### src/dtc_pkg.sv
// package: constants and types of the software-triggered transfer control
package dtc_pkg;

  // register offsets (byte addresses)
  localparam logic [7:0] DTC_TRIG_OFS = 8'h00;
  localparam logic [7:0] DTC_CMD_OFS  = 8'h04;
  localparam logic [7:0] DTC_CFG_OFS  = 8'h08;
  localparam logic [7:0] DTC_MON_OFS  = 8'h0c;

  // trigger register fields
  localparam int DTC_PTR_W        = 16;
  localparam int DTC_TRIG_PEND_B  = 16;
  localparam int DTC_TRIG_DONE_B  = 17;

  // config register fields
  localparam int DTC_CFG_SW_PRIORITY_SEL_B   = 0;
  localparam int DTC_CFG_ERROR_STOP_ENABLE_B   = 1;

  // monitor register fields
  localparam int DTC_MON_DER_B    = 3;
  localparam int DTC_MON_STOP_B   = 4;
  localparam int DTC_MON_PTR_LSB  = 16;

  // command codes written to the command register
  localparam logic [7:0] DTC_CMD_SW_STATUS_CLEAR_CMD   = 8'h01;
  localparam logic [7:0] DTC_CMD_ERROR_CLEAR_CMD   = 8'h02;
  localparam logic [7:0] DTC_CMD_RELEASE = 8'h04;
  localparam logic [7:0] DTC_CMD_STANDBY = 8'h08;

  // device states as read from the command register
  localparam logic [1:0] DTC_ST_NORMAL  = 2'h0;
  localparam logic [1:0] DTC_ST_STANDBY = 2'h1;
  localparam logic [1:0] DTC_ST_TRANS1  = 2'h2;
  localparam logic [1:0] DTC_ST_TRANS2  = 2'h3;

  // values after reset
  localparam logic [2:0] DTC_EST_NONE   = 3'h0;
  localparam logic [1:0] DTC_CFG_RESET  = 2'h0;
  localparam logic [DTC_PTR_W-1:0] DTC_PTR_RESET = 16'h0000;

  // arbitration state machine, one-hot
  typedef enum logic [2:0] {
    DTC_ARB    = 3'b001,
    DTC_HW_RUN = 3'b010,
    DTC_SW_RUN = 3'b100
  } dtc_state_type;

  // result reported by the descriptor engine at the end of a descriptor
  typedef struct packed {
    logic [2:0]           err_code;   // 000 = normal end
    logic                 chain;      // chain start requested
    logic                 chain_lock; // chain is locked
    logic                 irq;        // interrupt flag set requested
    logic [DTC_PTR_W-1:0] desc_ptr;   // descriptor just executed
    logic [DTC_PTR_W-1:0] next_ptr;   // next descriptor of the chain
  } dtc_result_type;

endpackage

### src/dtc_sw_ctrl.sv
// module: control of software-triggered descriptor transfers
//
// Overview of operation
// only a trigger write starts software flow
// accept if idle, no error stop, normal
// rejected trigger write changes nothing
// accept sets pending, clears done, latches pointer
// software waits while hardware descriptor runs
// priority bit chooses software or hardware first
// low priority: hardware first, else software
// hardware chain continues if locked, else rearbitrate
// first error recorded, later sets double error
// error stop holds pending until error clear
// software transfer uses latched pointer
// software chain overwrites pointer with next
// locked chain runs at once, else rearbitrate
// normal end with flag: clear pending, set done
// normal end without flag: clear pending only
// pointer keeps last descriptor until next accept
// software error recorded, pending cleared
// software error stop withholds hardware starts
// software error never sets done
// software clears done with clear command
// trigger accepted while done set, clears it
// software sets chain so done marks completion
// trigger ignored outside normal state
// error clear releases stop, arbitration resumes
// monitor keeps only first error details
// accept updates all take effect together
//
// The register addresses and strobed register access are this design's own decisions.
`timescale 1ns/1ps
module dtc_sw_ctrl
  import dtc_pkg::*;
(
  input  wire logic                 clock_i,
  input  wire logic                 rst_n_i,
  input  wire logic [7:0]           reg_addr_i,
  input  wire logic [31:0]          reg_wdata_i,
  input  wire logic                 reg_wr_i,
  input  wire logic                 reg_rd_i,
  output logic      [31:0]          reg_rdata_o,
  input  wire logic                 hw_req_i,
  input  wire logic                 eng_end_i,
  input  wire dtc_result_type       eng_res_i,
  output logic                      eng_start_o,
  output logic                      eng_hw_o,
  output logic      [DTC_PTR_W-1:0] eng_ptr_o,
  output logic                      stop_req_o,
  output logic                      sw_done_irq_o
);

  dtc_state_type        state_r, state_nxt;
  logic [1:0]           dev_r, dev_nxt;
  logic                 pend_r, pend_nxt;
  logic                 done_r, done_nxt;
  logic [DTC_PTR_W-1:0] ptr_r, ptr_nxt;
  logic                 sw_priority_sel_r, sw_priority_sel_nxt;
  logic                 error_stop_enable_r, error_stop_enable_nxt;
  logic [2:0]           est_r, est_nxt;
  logic                 der_r, der_nxt;
  logic                 stop_r, stop_nxt;
  logic [DTC_PTR_W-1:0] eptr_r, eptr_nxt;
  logic                 start_r, start_nxt;
  logic                 hwsel_r, hwsel_nxt;
  logic [31:0]          rdata_r, rdata_nxt;

  // decoded bus, device-state and engine events
  logic wr_trig;
  logic wr_cmd;
  logic wr_cfg;
  logic accept;
  logic is_normal;
  logic end_err;
  logic end_ok;
  logic error_clear_cmd;

  assign wr_trig   = reg_wr_i && (reg_addr_i == DTC_TRIG_OFS);
  assign wr_cmd    = reg_wr_i && (reg_addr_i == DTC_CMD_OFS);
  assign wr_cfg    = reg_wr_i && (reg_addr_i == DTC_CFG_OFS);
  assign is_normal = (dev_r == DTC_ST_NORMAL);
  // trigger admission check
  assign accept    = wr_trig && !pend_r && !stop_r && is_normal;
  assign error_clear_cmd     = wr_cmd && is_normal
                     && (reg_wdata_i[7:0] == DTC_CMD_ERROR_CLEAR_CMD);
  assign end_err   = eng_end_i && (eng_res_i.err_code != DTC_EST_NONE);
  assign end_ok    = eng_end_i && (eng_res_i.err_code == DTC_EST_NONE);

  // next-state logic for arbitration, status and registers
  always_comb begin
    state_nxt = state_r;
    dev_nxt   = dev_r;
    pend_nxt  = pend_r;
    done_nxt  = done_r;
    ptr_nxt   = ptr_r;
    sw_priority_sel_nxt  = sw_priority_sel_r;
    error_stop_enable_nxt  = error_stop_enable_r;
    est_nxt   = est_r;
    der_nxt   = der_r;
    stop_nxt  = stop_r;
    eptr_nxt  = eptr_r;
    start_nxt = 1'b0;
    hwsel_nxt = hwsel_r;

    // device state commands
    case (dev_r)
      DTC_ST_STANDBY: begin
        if (wr_cmd && reg_wdata_i[7:0] == DTC_CMD_RELEASE) begin
          dev_nxt = DTC_ST_TRANS1;
        end
      end
      DTC_ST_TRANS1: begin
        dev_nxt = DTC_ST_NORMAL;
      end
      DTC_ST_NORMAL: begin
        if (wr_cmd && reg_wdata_i[7:0] == DTC_CMD_STANDBY) begin
          dev_nxt  = DTC_ST_TRANS2;
          done_nxt = 1'b0; // standby drops done and its interrupt
        end
      end
      DTC_ST_TRANS2: begin
        if (state_r == DTC_ARB) begin
          dev_nxt = DTC_ST_STANDBY;
        end
      end
      default: begin
        dev_nxt = DTC_ST_STANDBY;
      end
    endcase

    // software-issued clears, applied before hardware sets
    if (wr_cmd && is_normal && reg_wdata_i[7:0] == DTC_CMD_SW_STATUS_CLEAR_CMD) begin
      done_nxt = 1'b0;
    end
    // error clear empties the whole monitor, pointer included
    if (error_clear_cmd) begin
      stop_nxt = 1'b0;
      est_nxt  = DTC_EST_NONE;
      der_nxt  = 1'b0;
      eptr_nxt = DTC_PTR_RESET;
    end
    if (wr_cfg && is_normal) begin
      sw_priority_sel_nxt = reg_wdata_i[DTC_CFG_SW_PRIORITY_SEL_B];
      error_stop_enable_nxt = reg_wdata_i[DTC_CFG_ERROR_STOP_ENABLE_B];
    end

    // trigger write: all updates in the write cycle
    if (accept) begin
      pend_nxt = 1'b1;
      done_nxt = 1'b0;
      ptr_nxt  = reg_wdata_i[DTC_PTR_W-1:0];
    end // otherwise discarded R3

    // error record, first error only
    if (end_err) begin
      // an error in the clear cycle becomes the new record
      if (est_r == DTC_EST_NONE || error_clear_cmd) begin
        est_nxt  = eng_res_i.err_code;
        eptr_nxt = eng_res_i.desc_ptr;
      end else begin
        der_nxt = 1'b1;
      end
      if (error_stop_enable_r) begin
        stop_nxt = 1'b1;
      end
    end

    // arbitration between software and hardware requests
    case (state_r)
      DTC_ARB: begin
        if (is_normal && !stop_r) begin
          if (pend_r && (sw_priority_sel_r || !hw_req_i)) begin
            state_nxt = DTC_SW_RUN;
            start_nxt = 1'b1;
            hwsel_nxt = 1'b0;
          end else if (hw_req_i) begin
            state_nxt = DTC_HW_RUN;
            start_nxt = 1'b1;
            hwsel_nxt = 1'b1;
          end
        end
      end
      DTC_HW_RUN: begin
        // software request waits here until a descriptor ends without a locked chain R5
        if (eng_end_i) begin
          if (end_ok && eng_res_i.chain && eng_res_i.chain_lock
              && dev_r == DTC_ST_NORMAL) begin
            start_nxt = 1'b1;
          end else begin
            state_nxt = DTC_ARB;
          end
        end
      end
      DTC_SW_RUN: begin
        if (end_err) begin
          pend_nxt  = 1'b0;
          state_nxt = DTC_ARB;
        end else if (end_ok && eng_res_i.chain) begin
          ptr_nxt = eng_res_i.next_ptr;
          if (eng_res_i.chain_lock && dev_r == DTC_ST_NORMAL) begin
            start_nxt = 1'b1;
          end else begin
            state_nxt = DTC_ARB;
          end
        end else if (end_ok) begin
          pend_nxt  = 1'b0;
          state_nxt = DTC_ARB;
          if (eng_res_i.irq) begin
            done_nxt = 1'b1;
          end
        end
      end
      default: begin
        state_nxt = DTC_ARB;
      end
    endcase
  end

  // read data, valid only in the cycle after the read strobe
  always_comb begin
    rdata_nxt = 32'h0000_0000;
    if (reg_rd_i) begin
      case (reg_addr_i)
        DTC_TRIG_OFS: begin
          rdata_nxt[DTC_PTR_W-1:0]   = ptr_r;
          rdata_nxt[DTC_TRIG_PEND_B] = pend_r;
          rdata_nxt[DTC_TRIG_DONE_B] = done_r;
        end
        DTC_CMD_OFS: begin
          rdata_nxt[1:0] = dev_r;
        end
        DTC_CFG_OFS: begin
          rdata_nxt[DTC_CFG_SW_PRIORITY_SEL_B] = sw_priority_sel_r;
          rdata_nxt[DTC_CFG_ERROR_STOP_ENABLE_B] = error_stop_enable_r;
        end
        DTC_MON_OFS: begin
          rdata_nxt[2:0]            = est_r;
          rdata_nxt[DTC_MON_DER_B]  = der_r;
          rdata_nxt[DTC_MON_STOP_B] = stop_r;
          rdata_nxt[31:DTC_MON_PTR_LSB] = eptr_r;
        end
        default: begin
          rdata_nxt = 32'h0000_0000;
        end
      endcase
    end
  end

  // state registers
  always_ff @(posedge clock_i) begin
    if (!rst_n_i) begin
      state_r <= DTC_ARB;
      dev_r   <= DTC_ST_STANDBY;
      pend_r  <= 1'b0;
      done_r  <= 1'b0;
      ptr_r   <= DTC_PTR_RESET;
      sw_priority_sel_r  <= DTC_CFG_RESET[DTC_CFG_SW_PRIORITY_SEL_B];
      error_stop_enable_r  <= DTC_CFG_RESET[DTC_CFG_ERROR_STOP_ENABLE_B];
      est_r   <= DTC_EST_NONE;
      der_r   <= 1'b0;
      stop_r  <= 1'b0;
      eptr_r  <= DTC_PTR_RESET;
      start_r <= 1'b0;
      hwsel_r <= 1'b0;
      rdata_r <= 32'h0000_0000;
    end else begin
      state_r <= state_nxt;
      dev_r   <= dev_nxt;
      pend_r  <= pend_nxt;
      done_r  <= done_nxt;
      ptr_r   <= ptr_nxt;
      sw_priority_sel_r  <= sw_priority_sel_nxt;
      error_stop_enable_r  <= error_stop_enable_nxt;
      est_r   <= est_nxt;
      der_r   <= der_nxt;
      stop_r  <= stop_nxt;
      eptr_r  <= eptr_nxt;
      start_r <= start_nxt;
      hwsel_r <= hwsel_nxt;
      rdata_r <= rdata_nxt;
    end
  end

  // outputs
  assign reg_rdata_o   = rdata_r;
  assign eng_start_o   = start_r;
  assign eng_hw_o      = hwsel_r;
  assign eng_ptr_o     = ptr_r;
  assign stop_req_o    = (dev_r == DTC_ST_TRANS2);
  assign sw_done_irq_o = done_r;
endmodule

### config.mk
export PLATFORM = sky130hd
export DESIGN_NAME = dtc_sw_ctrl
export DESIGN_NICKNAME = d
export VERILOG_FILES = /design/src/dtc_pkg.sv /design/src/dtc_sw_ctrl.sv
export SDC_FILE = /design/constraint.sdc
export NUM_CORES = 1
export LEC_CHECK = 0
export ABC_AREA = 0
export BUFFER_PORTS_ARGS = -buffer_cell sky130_fd_sc_hd__clkbuf_2
export CORE_MARGIN = 8
export CORE_UTILIZATION = 40
export DETAILED_ROUTE_END_ITERATION = 10
export GPL_ROUTABILITY_DRIVEN = 1
export PLACE_DENSITY = 0.69
export SLEW_MARGIN = 15
export SYNTH_ARGS = -nofsm -noshare
export SYNTH_HDL_FRONTEND = slang
export SYNTH_SLANG_ARGS = --single-unit
### constraint.sdc
create_clock -name clock_i -period 2.7 [get_ports clock_i]
set_input_delay 0.405 -clock clock_i [delete_from_list [all_inputs] [get_ports clock_i]]
set_output_delay 0.405 -clock clock_i [all_outputs]
set_load 0.05 [all_outputs]
-- Yosys cells after proc, flatten, opt, wreduce, memory -nomap -nowiden
Cells that the tools add are included.
- logic and storage cells: 133
- bits of input ports: 84
- register bits after elaboration: 80
- equality and inequality tests: 22
- multiplexer cells: 58
- reduce and logical (&&, ||, !) cells: 37
- operators by type and width (cell ; count):
    two-way mux 16 bit ; 7
    two-way mux 3 bit ; 12
    two-way mux 1 bit ; 30
    == test 8 x 4 -> 1 bit (second input constant) ; 3
    logical AND 1 bit ; 20
    == test 8 x 3 -> 1 bit (second input constant) ; 2
    one-hot mux 2 bit (4 select lines) ; 2
    AND reduction 3 bit ; 4
    one-hot mux 3 bit (3 select lines) ; 1
    == test 8 x 1 -> 1 bit (second input constant) ; 1
    == test 8 x 2 -> 1 bit (second input constant) ; 1
    logical NOT 8 bit ; 1
    != test 4 bit (second input constant) ; 2
    logical NOT 3 bit ; 2
    two-way mux 2 bit ; 3
    != test 2 x 1 -> 1 bit (second input constant) ; 3
    != test 2 bit (second input constant) ; 3
    one-hot mux 3 bit (2 select lines) ; 1
    AND reduction 6 bit ; 1
    == test 2 bit (second input constant) ; 2
    one-hot mux 2 bit (2 select lines) ; 1
    == test 3 x 1 -> 1 bit (second input constant) ; 1
    == test 3 x 2 -> 1 bit (second input constant) ; 1
    == test 3 bit (second input constant) ; 1
    other kinds (9) ; 12

-- Depth between registers and ports, before layout
Gate-level depths: netlist of run 1.
- word-level depth: 12
- depth in mapped cells: 9
- gate-level depth less buffers: 7

-- Least setup slack after synthesis of run 1
No wires, ideal clock.
- path type: input port to flip-flop
- start: input reg_wdata_i[7]
- end: register eptr_r[0]
- path slack: 0.623 ns
- buffers on the path: 2
- data required time: 2.580 ns
- arrival: 1.957 ns
- stages on the path: 7
- cell sequence: or4_4 or3_1 or2_1 buf_6 o31ai_4 buf_8 o22ai_1
- cells in the longest elaborated chain, start to end: 5
- RTL lines (item ; RTL line ; RTL):
    start, declared ; dtc_sw_ctrl.sv:39 ; input wire logic [31:0] reg_wdata_i,
    == test 8 x 2 -> 1 bit (*) ; dtc_sw_ctrl.sv:85 ; && (reg_wdata_i[7:0] == DTC_CMD_ERROR_CLEAR_CMD);
    logical AND 1 bit (*) ; dtc_sw_ctrl.sv:85 ;
    two-way mux 16 bit or logical OR 1 bit (tied branches) ; dtc_sw_ctrl.sv:136, dtc_sw_ctrl.sv:157 ;
    two-way mux 16 bit ; dtc_sw_ctrl.sv:157 ; if (est_r == DTC_EST_NONE || error_clear_cmd) begin
    two-way mux 16 bit (*) ; dtc_sw_ctrl.sv:155 ; if (end_err) begin
    end signal, assigned ; dtc_sw_ctrl.sv:277 ; eptr_r <= eptr_nxt;
    end, declared ; dtc_sw_ctrl.sv:63 ; logic [DTC_PTR_W-1:0] eptr_r, eptr_nxt;
Every way passes the cells marked *; elsewhere a longest branch is shown, timed or not.
A chain may end at the register's enable or synchronous reset.

-- Worst setup path after layout of run 1
- start: register dev_r[1]
- end: register done_r (netlist: sw_done_irq_o)
- cells in the longest elaborated chain, start to end: 10
- RTL lines (item ; RTL line ; RTL):
    start, declared ; dtc_sw_ctrl.sv:54 ; logic [1:0] dev_r, dev_nxt;
    start signal, assigned ; dtc_sw_ctrl.sv:268 ; dev_r <= dev_nxt;
    logical NOT 2 bit (*) ; dtc_sw_ctrl.sv:81, dtc_sw_ctrl.sv:106 ;
    logical AND 1 bit (2 in a row) ; dtc_sw_ctrl.sv:132 ; if (wr_cmd && is_normal && reg_wdata_i[7:0] == DTC_CMD_SW_STATUS_CLEAR_CMD) begin
    two-way mux 1 bit ; dtc_sw_ctrl.sv:132 ;
    two-way mux 1 bit (*) ; dtc_sw_ctrl.sv:148 ; if (accept) begin
    two-way mux 1 bit ; dtc_sw_ctrl.sv:208 ; if (eng_res_i.irq) begin
    two-way mux 1 bit ; dtc_sw_ctrl.sv:205 ; end else if (end_ok) begin
    two-way mux 1 bit ; dtc_sw_ctrl.sv:198 ; end else if (end_ok && eng_res_i.chain) begin
    two-way mux 1 bit ; dtc_sw_ctrl.sv:195 ; if (end_err) begin
    two-way mux 1 bit (*) ; dtc_sw_ctrl.sv:169 ; case (state_r)
    end signal, assigned ; dtc_sw_ctrl.sv:270 ; done_r <= done_nxt;
    end, declared ; dtc_sw_ctrl.sv:56 ; logic done_r, done_nxt;
Marks and branches as above.

==> flow_summary.json, run 1 <==
{
  "grt_pass1_vias": 2715,
  "grt_pass1_wl_um": 13500,
  "routed_wl_um": 8490,
  "critical_path_class": "flip-flop to flip-flop",
  "clkPwrFrac_pct": 39.7,
  "area_delta_synth_final_pct": 29.7,
  "crit_required_ns": 2.92,
  "async_flop_share_pct": 0,
  "synth-edff-count": 0,
  "ys.flop_type": "dfxtp_1",
  "ys_seq_area_share_pct": 51.2,
  "crit_path_start_kind": "flip-flop",
  "min_period_ns": 2.16,
  "arrival_ns": 2.38,
  "period_share_pct": 80.0,
  "netlist_area_sq_um": 3130,
  "synth_seq_cells": 80,
  "crit_fanout": 5,
  "p_sw_uw": 688,
  "sw_frac_of_total_pct": 25.4,
  "initial_core_util_pct": 40.9,
  "fmax_mhz": 463,
  "gp_congestion": 0.876,
  "drt-pass1-iter-count": 4,
  "avgViaCountPerCell": 5.00,
  "syn_nets": 416,
  "pwr-share-seq_pct": 46.8,
  "slowest_delay_ns": 0.68,
  "reg2reg_to": "sw_done_irq_o",
  "yosysTopAreaCell": "dfxtp_1",
  "syn_avg_cell_area_sq_um": 9.53,
  "row_count": 32,
  "maxSlewViolCount": 0,
  "die_width_um": 104,
  "r2r-start": "dev_r[1]",
  "cts.sinks": 80,
  "core_sq_um": 7650,
  "ys_top_cells_by_area": "dfxtp_1 (51%), mux2i_1 (6.1%), and2_1 (5.0%)",
  "endpoint": "sw_done_irq_o",
  "maxCapViolations": 0,
  "combPwrFrac_pct": 13.5,
  "synth.top_cell.area_share_pct": 51.2,
  "status": "finished, final reports clean",
  "hpwlAfterDp_um": 6530,
  "max_slew_margin_pct": 49.1,
  "worst_r2r_path_depth": 7,
  "r2r_setup_slack_ns": 0.54,
  "power.leakage_nw": 1.91,
  "htreeDepth": 3,
  "vias": 2765,
  "drc": 0,
  "wl_per_cell_um": 15.4,
  "min_path_type": "primary input to flip-flop",
  "top_layer": "met4",
  "synthCells": 328,
  "final_nets": 534,
  "critPathLaunch": "dev_r[1]",
  "cts_setup_buffers": 0,
  "track_usage_pct": 15.3,
  "cp_slowest_cell": "or4_2",
  "grt-ovfl-total": 0,
  "die_h_um": 104,
  "setup_tns_ns": 0,
  "fin_skew_ns": 0.00762,
  "cts.hold.buffers_added": 0,
  "synth_cell_types": 47,
  "p_int_mw": 2.02,
  "rsz0062_at_grt": "false",
  "crit_chain": "inv_1 -> ha_1 -> and4bb_2 -> nand4_1 -> or4_2 -> nand3_1 -> a21oi_1",
  "clockBufferDepth": 2,
  "n_antenna_cell": 0,
  "worstSetupEndpointType": "flip-flop",
  "final_core_util_pct": 53.0,
  "drive_gt1_share_pct": 33.7,
  "ios": 136,
  "worstSkewPairLatency_ns": 0.34,
  "drt-initial-drc-count": 117,
  "cts.repair.resized": 0,
  "setup_viol": 0,
  "final-hold-violation-count": 0,
  "power.density_nw_per_um2": 667,
  "die_area_sq_um": 10900,
  "cts_tree": "yes",
  "yosysMostFrequentCell": "dfxtp_1",
  "vdd_ir_drop_max_uv": 369,
  "cts-root-buf": "clkbuf_8",
  "yosysWarnings": 0,
  "routed-wl-met2_um": 4110,
  "met1Wirelength_um": 3580,
  "numCtsBuffers": 9,
  "tightest_slew_ns": 0.758,
  "ant_nets": 0,
  "antenna_found_initial": 0,
  "route.met3.wl_um": 529,
  "yosys-top-cells-count": "dfxtp_1 (80), nand2_1 (41), nor2_1 (35)",
  "clk_pin_slew_ns": 0.08,
  "portBuffers": 119,
  "grt_start_max_net_pins": 33
}
-- cell type report --
type	instances	area [sq um]
Tap cell	102	128
Sequential cell	80	1600
Clock inverter	6	115
Fill cell	715	3590
Clock buffer	10	138
Multi-Input combinational cell	219	1390
Inverter	10	37.5
Timing Repair Buffer	126	648
-- worst min-delay path by stage --
| stage | startpoint | to | slack, ns | depth (start not counted) |
|---|---|---|---|---|
| after floorplan | eptr_r[2] | reg_rdata_o[18] | 0.43 | 1 |
| after global placement | eptr_r[9] | reg_rdata_o[25] | 0.44 | 1 |
| final | eng_res_i[26] | eptr_r[10] | 0.29 | 3 |
| after CTS | eng_res_i[26] | eptr_r[10] | 0.28 | 3 |
| after global routing | eng_res_i[26] | eptr_r[10] | 0.28 | 3 |
| after detailed placement | eptr_r[15] | reg_rdata_o[31] | 0.44 | 1 |
-- per-layer routing --
metal	vias up	global-route usage (%)
met2	98	25.0
met4	0	8.58
met5	-	0
met3	18	4.40
li1	1389	-
met1	1260	17.5
-- per-stage QoR --
| stage | cell area (sq um) | setup slack, ns | hold slack [ns] | instances | power [mW] |
|---|---|---|---|---|---|
| 2_1_floorplan | 3130 | 0.623 | 0.430 | 328 | 1.55 |
| 3_3_place_gp | 3800 | 0.419 | 0.437 | 537 | 1.65 |
| 3_5_place_dp | 3800 | 0.393 | 0.442 | 537 | 1.66 |
| 4_1_cts | 4060 | 0.547 | 0.281 | 553 | 2.73 |
| 5_1_grt | 4060 | 0.373 | 0.282 | 553 | 2.83 |
| 6_report | 4060 | 0.541 | 0.295 | 553 | 2.71 |
-- logic make-up after synthesis --
family                   Yosys count  synth area share, %
XOR/XNOR                           2                0.560
buffers and inverters             29                 4.40
adder cells (fa/ha/maj)            4                 1.60
flip-flops                        80                 51.2
AO/OA/AOI/OAI                     64                 15.0
AND/OR/NAND/NOR                  128                 20.4
multiplexers                      21                 6.80
-- cell usage in the layout (no fill, tap or decap), drive strengths merged, types with 3 or more instances in the layout --
master / instances
a211oi: 19
a21oi: 4
a22o: 4
a22oi: 4
a31oi: 3
a32oi: 3
and2: 25
buf: 7
bufinv: 3
clkbuf: 129
dfxtp: 80
ha: 4
inv: 11
mux2i: 19
nand2: 42
nand3: 3
nand4: 4
nor2: 35
o21ai: 4
o22ai: 16
-- critical path, delay by kind of cell (launching register included) --
family | cells | cell delay [ns]
compound gates | 1 | 0.06
fa+ha+maj | 1 | 0.26
buf+inv | 1 | 0.11
flops | 1 | 0.35
simple gates | 4 | 1.27
-- sequential cells by signal, indices dropped and copies added (netlist names), 2 cells and up --
signal,flops
reg_rdata_o,32
est_r,3
eptr_r,16
state_r,3
eng_ptr_o,16
dev_r,2
-- power by group through the flow --
| stage | Combinational (mW) | Sequential [mW] | Clock (mW) |
|---|---|---|---|
| 2_1_floorplan | 0.247 | 1.30 | 0 |
| 3_3_place_gp | 0.359 | 1.29 | 0 |
| 3_5_place_dp | 0.364 | 1.30 | 0 |
| 4_1_cts | 0.367 | 1.27 | 1.10 |
| 5_1_grt | 0.408 | 1.27 | 1.15 |
| 6_report | 0.366 | 1.27 | 1.07 |
Note: power is estimated with default switching activity, not from simulation.
==> inputs of run 2 (changes only) <==
--- a/config.mk
+++ b/config.mk
@@ -5,13 +5,13 @@
 export SDC_FILE = /design/constraint.sdc
 export NUM_CORES = 1
 export LEC_CHECK = 0
-export ABC_AREA = 0
+export ABC_AREA = 1
 export BUFFER_PORTS_ARGS = -buffer_cell sky130_fd_sc_hd__clkbuf_2
 export CORE_MARGIN = 8
 export CORE_UTILIZATION = 40
 export DETAILED_ROUTE_END_ITERATION = 10
 export GPL_ROUTABILITY_DRIVEN = 1
-export PLACE_DENSITY = 0.69
+export PLACE_DENSITY = 0.68
 export SLEW_MARGIN = 15
 export SYNTH_ARGS = -nofsm -noshare
 export SYNTH_HDL_FRONTEND = slang
==> constraint.sdc (replaced) <==
create_clock -name clock_i -period 2.2 [get_ports clock_i]
set_input_delay 0.33 -clock clock_i [delete_from_list [all_inputs] [get_ports clock_i]]
set_output_delay 0.33 -clock clock_i [all_outputs]
set_load 0.05 [all_outputs]
==> flow_summary.json, run 2 <==
{
  "hold_depth": 3,
  "wl_per_cell_um": 12.4,
  "status": "finished, final reports clean",
  "htreeDepth": 3,
  "area_delta_synth_final_pct": 23.3,
  "cp.buffers_inverters": 2,
  "power.leakage_nw": 2.31,
  "core_sq_um": 8640,
  "synth-edff-count": 0,
  "cts.sinks": 80,
  "clk_pin_slew_ns": 0.09,
  "ys.flop_type": "dfxtp_1",
  "power.density_nw_per_um2": 739,
  "yosysMostFrequentCell": "inv_1",
  "worstSetupEndpointType": "flip-flop",
  "numCtsBuffers": 9,
  "track_usage_pct": 15.1,
  "netlist_area_sq_um": 3520,
  "die_h_um": 110,
  "min_period_ns": 1.89,
  "final_cell_mix": "clkbuf_2 (119), inv_1 (95), nor2_1 (93), nand2_1 (90), dfxtp_1 (80)",
  "r2r_setup_slack_ns": 0.31,
  "setup_viol": 0,
  "combPwrFrac_pct": 17.5,
  "crit_top_cell": "inv_1",
  "tightest_slew_ns": 0.657,
  "clockBufferDepth": 2,
  "critical_path_class": "flip-flop to flip-flop",
  "final_nets": 703,
  "setup_tns_ns": 0,
  "clkPwrFrac_pct": 33.5,
  "yosysTopAreaCell": "dfxtp_1",
  "grt_start_max_net_pins": 36,
  "maxCapViolations": 0,
  "rsz0062_at_grt": "false",
  "crit_required_ns": 2.44,
  "period_share_pct": 86.0,
  "placed_area_sq_um": 4150,
  "holdPathEnd": "eptr_r[14]",
  "synth.top_cell.area_share_pct": 45.5,
  "slowest_delay_ns": 0.33,
  "maxSlewViolCount": 0,
  "arrival_ns": 2.13,
  "min_path_type": "primary input to flip-flop",
  "die_area_sq_um": 12100,
  "grt_pass1_vias": 3121,
  "yosys-top-cells-count": "inv_1 (95), nor2_1 (93), nand2_1 (90)",
  "portBuffers": 119,
  "ys_top_cells_by_area": "dfxtp_1 (45%), inv_1 (10%), nor2_1 (9.9%)",
  "synthCells": 500,
  "n_antenna_cell": 0,
  "die_width_um": 110,
  "drt-pass1-iter-count": 4,
  "syn_avg_cell_area_sq_um": 7.04,
  "synth_seq_cells": 80,
  "crit_fanout": 33,
  "drive_gt1_share_pct": 25.3,
  "gp_congestion": 0.853,
  "cts_setup_buffers": 0,
  "yosysWarnings": 0,
  "p_sw_uw": 928,
  "fmax_mhz": 529,
  "grt-ovfl-total": 0,
  "drc": 0,
  "initial_core_util_pct": 40.8,
  "async_flop_share_pct": 0,
  "p_int_mw": 2.28,
  "fin_skew_ns": 0.0150,
  "drt-initial-drc-count": 125,
  "ios": 136,
  "worst_r2r_path_depth": 9,
  "max_slew_margin_pct": 56.2,
  "avgViaCountPerCell": 4.54,
  "final-hold-violation-count": 0,
  "cts-root-buf": "clkbuf_8",
  "holdCritStartpoint": "eng_res_i[30]",
  "synth_cell_types": 29,
  "vdd_ir_drop_max_uv": 335,
  "cts.hold.buffers_added": 0,
  "ant_nets": 0,
  "ys_seq_area_share_pct": 45.5,
  "cts_tree": "yes",
  "worstSkewPairLatency_ns": 0.34,
  "reg2reg_to": "eng_ptr_o[5]",
  "antenna_found_initial": 0,
  "grt_pass1_wl_um": 14400,
  "row_count": 34,
  "r2r-start": "dev_r[1]",
  "largest_reg_flops": 32,
  "routed_wl_um": 9030,
  "crit_family": "simple AND/OR/NAND/NOR gates",
  "crit_chain": "inv_1 -> ha_1 -> nand2_1 -> nor3_2 -> nand2_4 -> nor2_1 -> a21oi_1 -> o21ai_0 -> inv_1",
  "cts.repair.resized": 0,
  "mostFrequentLayoutCell": "clkbuf_2",
  "vias": 3303,
  "final_area_sq_um": 4340,
  "pwr-share-seq_pct": 49.1,
  "cp_slowest_cell": "dfxtp_1",
  "syn_nets": 588,
  "crit_path_start_kind": "flip-flop",
  "sw_frac_of_total_pct": 28.9,
  "hpwlAfterDp_um": 6930
}
-- run 2: stage by stage --
| step | worst slack (ns) | total power, mW | hold slack, ns | utilization, % | instances |
|---|---|---|---|---|---|
| floorplan | 0.643 | 2.02 | 0.408 | - | 500 |
| global placement | 0.391 | 2.14 | 0.412 | 48.0 | 712 |
| detailed placement | 0.329 | 2.16 | 0.416 | 48.0 | 712 |
| CTS | 0.311 | 3.24 | 0.191 | 50.3 | 728 |
| global route | 0.0728 | 3.41 | 0.183 | 50.3 | 728 |
| finish | 0.309 | 3.21 | 0.204 | 50.3 | 728 |
-- run 2: tightest hold or removal path, stage by stage --
cell	delay, ns
clkbuf_2	0.07
nor2_1	0.03
nor2_1	0.08
-- run 2: per-layer routing --
| layer | GRT usage [%] | vias to the layer above | part of all wire [%] |
|---|---|---|---|
| li1 | - | 1748 | - |
| met1 | 17.8 | 1477 | 42 |
| met2 | 25.2 | 68 | 49 |
| met3 | 4.87 | 10 | 7.0 |
| met4 | 5.50 | 0 | 1.9 |
| met5 | 0 | - | 0 |
-- run 2: how the worst max path moves through the flow --
stage | from | to | slack, ns | cells past startpoint
floorplan | dev_r[1] | eng_ptr_o[2] | 0.64 | 10
global placement | dev_r[1] | eng_ptr_o[4] | 0.39 | 9
global route | dev_r[1] | eng_ptr_o[5] | 0.07 | 9
detailed placement | dev_r[1] | eng_ptr_o[13] | 0.33 | 9
finish | dev_r[1] | eng_ptr_o[5] | 0.31 | 9
CTS | dev_r[1] | eng_ptr_o[5] | 0.31 | 9
-- run 2: kinds of logic after synthesis --
group / count (synthesis) / synth area share, %
compound gates: 73 / 10.7
fa+ha+maj: 4 / 1.42
buf+inv: 115 / 14.1
flops: 80 / 45.5
simple gates: 228 / 28.3
-- run 2: area by class of cell --
class                      instances  area [sq um]
fill                             886          4290
sequential                        80          1600
multi-input combinational        305          1420
timing repair buffer             123           626
inverter                          96           360
clock buffer                      11           141
tap                              108           135
clock inverter                     5          53.8
-- run 2: power groups by stage --
stage	Clock (mW)	Combinational, mW	Sequential (mW)
finish	1.07	0.561	1.57
global route	1.17	0.652	1.58
CTS	1.10	0.566	1.57
detailed placement	0	0.555	1.61
global placement	0	0.539	1.60
floorplan	0	0.404	1.62
==> inputs of run 3 (changes only) <==
--- a/config.mk
+++ b/config.mk
@@ -11,7 +11,7 @@
 export CORE_UTILIZATION = 40
 export DETAILED_ROUTE_END_ITERATION = 10
 export GPL_ROUTABILITY_DRIVEN = 1
-export PLACE_DENSITY = 0.68
+export PLACE_DENSITY_LB_ADDON = 0.12
 export SLEW_MARGIN = 15
 export SYNTH_ARGS = -nofsm -noshare
 export SYNTH_HDL_FRONTEND = slang
==> flow_summary.json, run 3 (synthesis results as in run 2) <==
{
  "seq_area_sq_um": 1600,
  "power.density_nw_per_um2": 777,
  "period_share_pct": 85.3,
  "combPwrFrac_pct": 16.4,
  "tightest_slew_ns": 0.690,
  "fin_skew_ns": 0.00954,
  "grtUsageMet3_pct": 3.69,
  "track_usage_pct": 14.8,
  "sw_frac_of_total_pct": 27.4,
  "antenna_found_initial": 0,
  "crit_fanout": 33,
  "clockBufferDepth": 2,
  "fin_ws_ns": 0.323,
  "die_width_um": 110,
  "clk_pin_slew_ns": 0.08,
  "cts.sinks": 80,
  "cts_tree": "yes",
  "final_core_util_pct": 50.8,
  "mostFrequentLayoutCell": "clkbuf_2",
  "setup_tns_ns": 0,
  "n_antenna_cell": 0,
  "maxCapViolations": 0,
  "p_int_mw": 2.47,
  "final_nets": 704,
  "top_usage_layer": "met2",
  "area_delta_synth_final_pct": 24.5,
  "row_count": 34,
  "hold_depth": 3,
  "critPathLaunch": "dev_r[1]",
  "status": "finished, final reports clean",
  "pwr-share-seq_pct": 46.2,
  "htreeDepth": 3,
  "met2_usage_pct": 24.2,
  "endpoint": "eng_ptr_o[15]",
  "worstSkewPairLatency_ns": 0.34,
  "vias": 3262,
  "multiInputGateArea_sq_um": 1420,
  "final_cell_mix": "clkbuf_2 (119), inv_1 (95), nor2_1 (93), nand2_1 (90), dfxtp_1 (80)",
  "rsz0062_at_grt": "false",
  "gp_congestion": 0.863,
  "min_path_type": "primary input to flip-flop",
  "grt_pass1_wl_um": 14300,
  "crit_top_cell": "inv_1",
  "core_sq_um": 8640,
  "numCtsBuffers": 9,
  "critical_path_class": "flip-flop to flip-flop",
  "vdd_ir_drop_max_uv": 417,
  "drc": 0,
  "grt_pass1_vias": 3093,
  "worstSetupEndpointType": "flip-flop",
  "r2r_setup_slack_ns": 0.32,
  "final_cells": 727,
  "hpwlAfterDp_um": 6670,
  "maxSlewViolCount": 0,
  "wl_per_cell_um": 12.2,
  "placedCellCount": 713,
  "power.leakage_nw": 2.33,
  "worst_r2r_path_depth": 9,
  "die_h_um": 110,
  "ant_nets": 0,
  "slowest_delay_ns": 0.33,
  "clkPwrFrac_pct": 37.4,
  "place_ws_ns": 0.341,
  "drt-pass1-iter-count": 4,
  "grt_start_max_net_pins": 36,
  "avgViaCountPerCell": 4.49,
  "p_sw_uw": 933,
  "cts.repair.resized": 0,
  "min_period_ns": 1.88,
  "cts_setup_buffers": 0,
  "ios": 136,
  "max_slew_margin_pct": 53.9,
  "cts-root-buf": "clkbuf_8",
  "setup_viol": 0,
  "cp_slowest_cell": "dfxtp_1",
  "largest_reg_flops": 32,
  "die_area_sq_um": 12100,
  "cts.hold.buffers_added": 0,
  "grt_util_met1_pct": 18.2,
  "drive_gt1_share_pct": 25.4,
  "arrival_ns": 2.10,
  "portBuffers": 119,
  "grt-ovfl-total": 0,
  "fmax_mhz": 533,
  "drt-initial-drc-count": 114,
  "initial_core_util_pct": 40.8,
  "r2r-start": "dev_r[1]",
  "crit_chain": "inv_1 -> ha_1 -> nand2_1 -> nor3_2 -> nand2_4 -> nor2_1 -> a21oi_1 -> o21ai_0 -> inv_1",
  "routed_wl_um": 8850,
  "reg2reg_to": "eng_ptr_o[15]",
  "final-hold-violation-count": 0,
  "crit_path_start_kind": "flip-flop",
  "nFillCells": 904,
  "crit_required_ns": 2.43
}
run 3: changes by cell type in the layout (fill, tap and decap cells not counted):
cell        previous run  this run
clkinvlp_4             0         1
clkbuf_1               1         0
clkinv_2               3         0
clkbuf_8              10         9
bufinv_16              1         3
buf_4                  4         5
run 3: per-stage QoR:
stage | power (mW) | hold slack (ns) | instance area [sq um]
2_1_floorplan | 2.02 | 0.408 | 3520
3_3_place_gp | 2.15 | 0.414 | 4150
3_5_place_dp | 2.17 | 0.415 | 4150
4_1_cts | 3.45 | 0.192 | 4380
5_1_grt | 3.60 | 0.196 | 4380
6_report | 3.41 | 0.210 | 4380
run 3: worst min-delay path by stage:
| stage | endpoint | from |
|---|---|---|
| floorplan | reg_rdata_o[18] | eptr_r[2] |
| global placement | reg_rdata_o[27] | eptr_r[11] |
| detailed placement | reg_rdata_o[28] | eptr_r[12] |
| CTS | eptr_r[14] | eng_res_i[30] |
| global route | eptr_r[11] | eng_res_i[27] |
| finish | eptr_r[11] | eng_res_i[27] |
run 3: layer usage:
| metal | share of wire, % | up-vias |
|---|---|---|
| li1 | - | 1752 |
| met3 | 6.9 | 15 |
| met5 | 0 | - |
| met2 | 45 | 93 |
| met1 | 46 | 1402 |
| met4 | 1.6 | 0 |
run 3: worst max-delay path: cells and delay by family, from the launching register on:
family | cells | cell delay [ns]
AO/OA/AOI/OAI | 2 | 0.22
adder cells (fa/ha/maj) | 1 | 0.29
buffers and inverters | 2 | 0.16
flip-flops | 1 | 0.33
AND/OR/NAND/NOR | 4 | 0.75
run 3: power by group through the flow:
stage	Clock, mW	Sequential [mW]	Combinational, mW
floorplan	0	1.62	0.404
global placement	0	1.60	0.547
detailed placement	0	1.61	0.558
CTS	1.31	1.57	0.562
global route	1.36	1.59	0.650
finish	1.27	1.57	0.558
run 3: area by class of cell:
cell class,count,area share (%)
Tap cell,108,3.08
Sequential cell,80,36.5
Timing Repair Buffer,124,14.4
Clock inverter,5,2.43
Multi-Input combinational cell,305,32.5
Clock buffer,9,2.83
Inverter,96,8.22
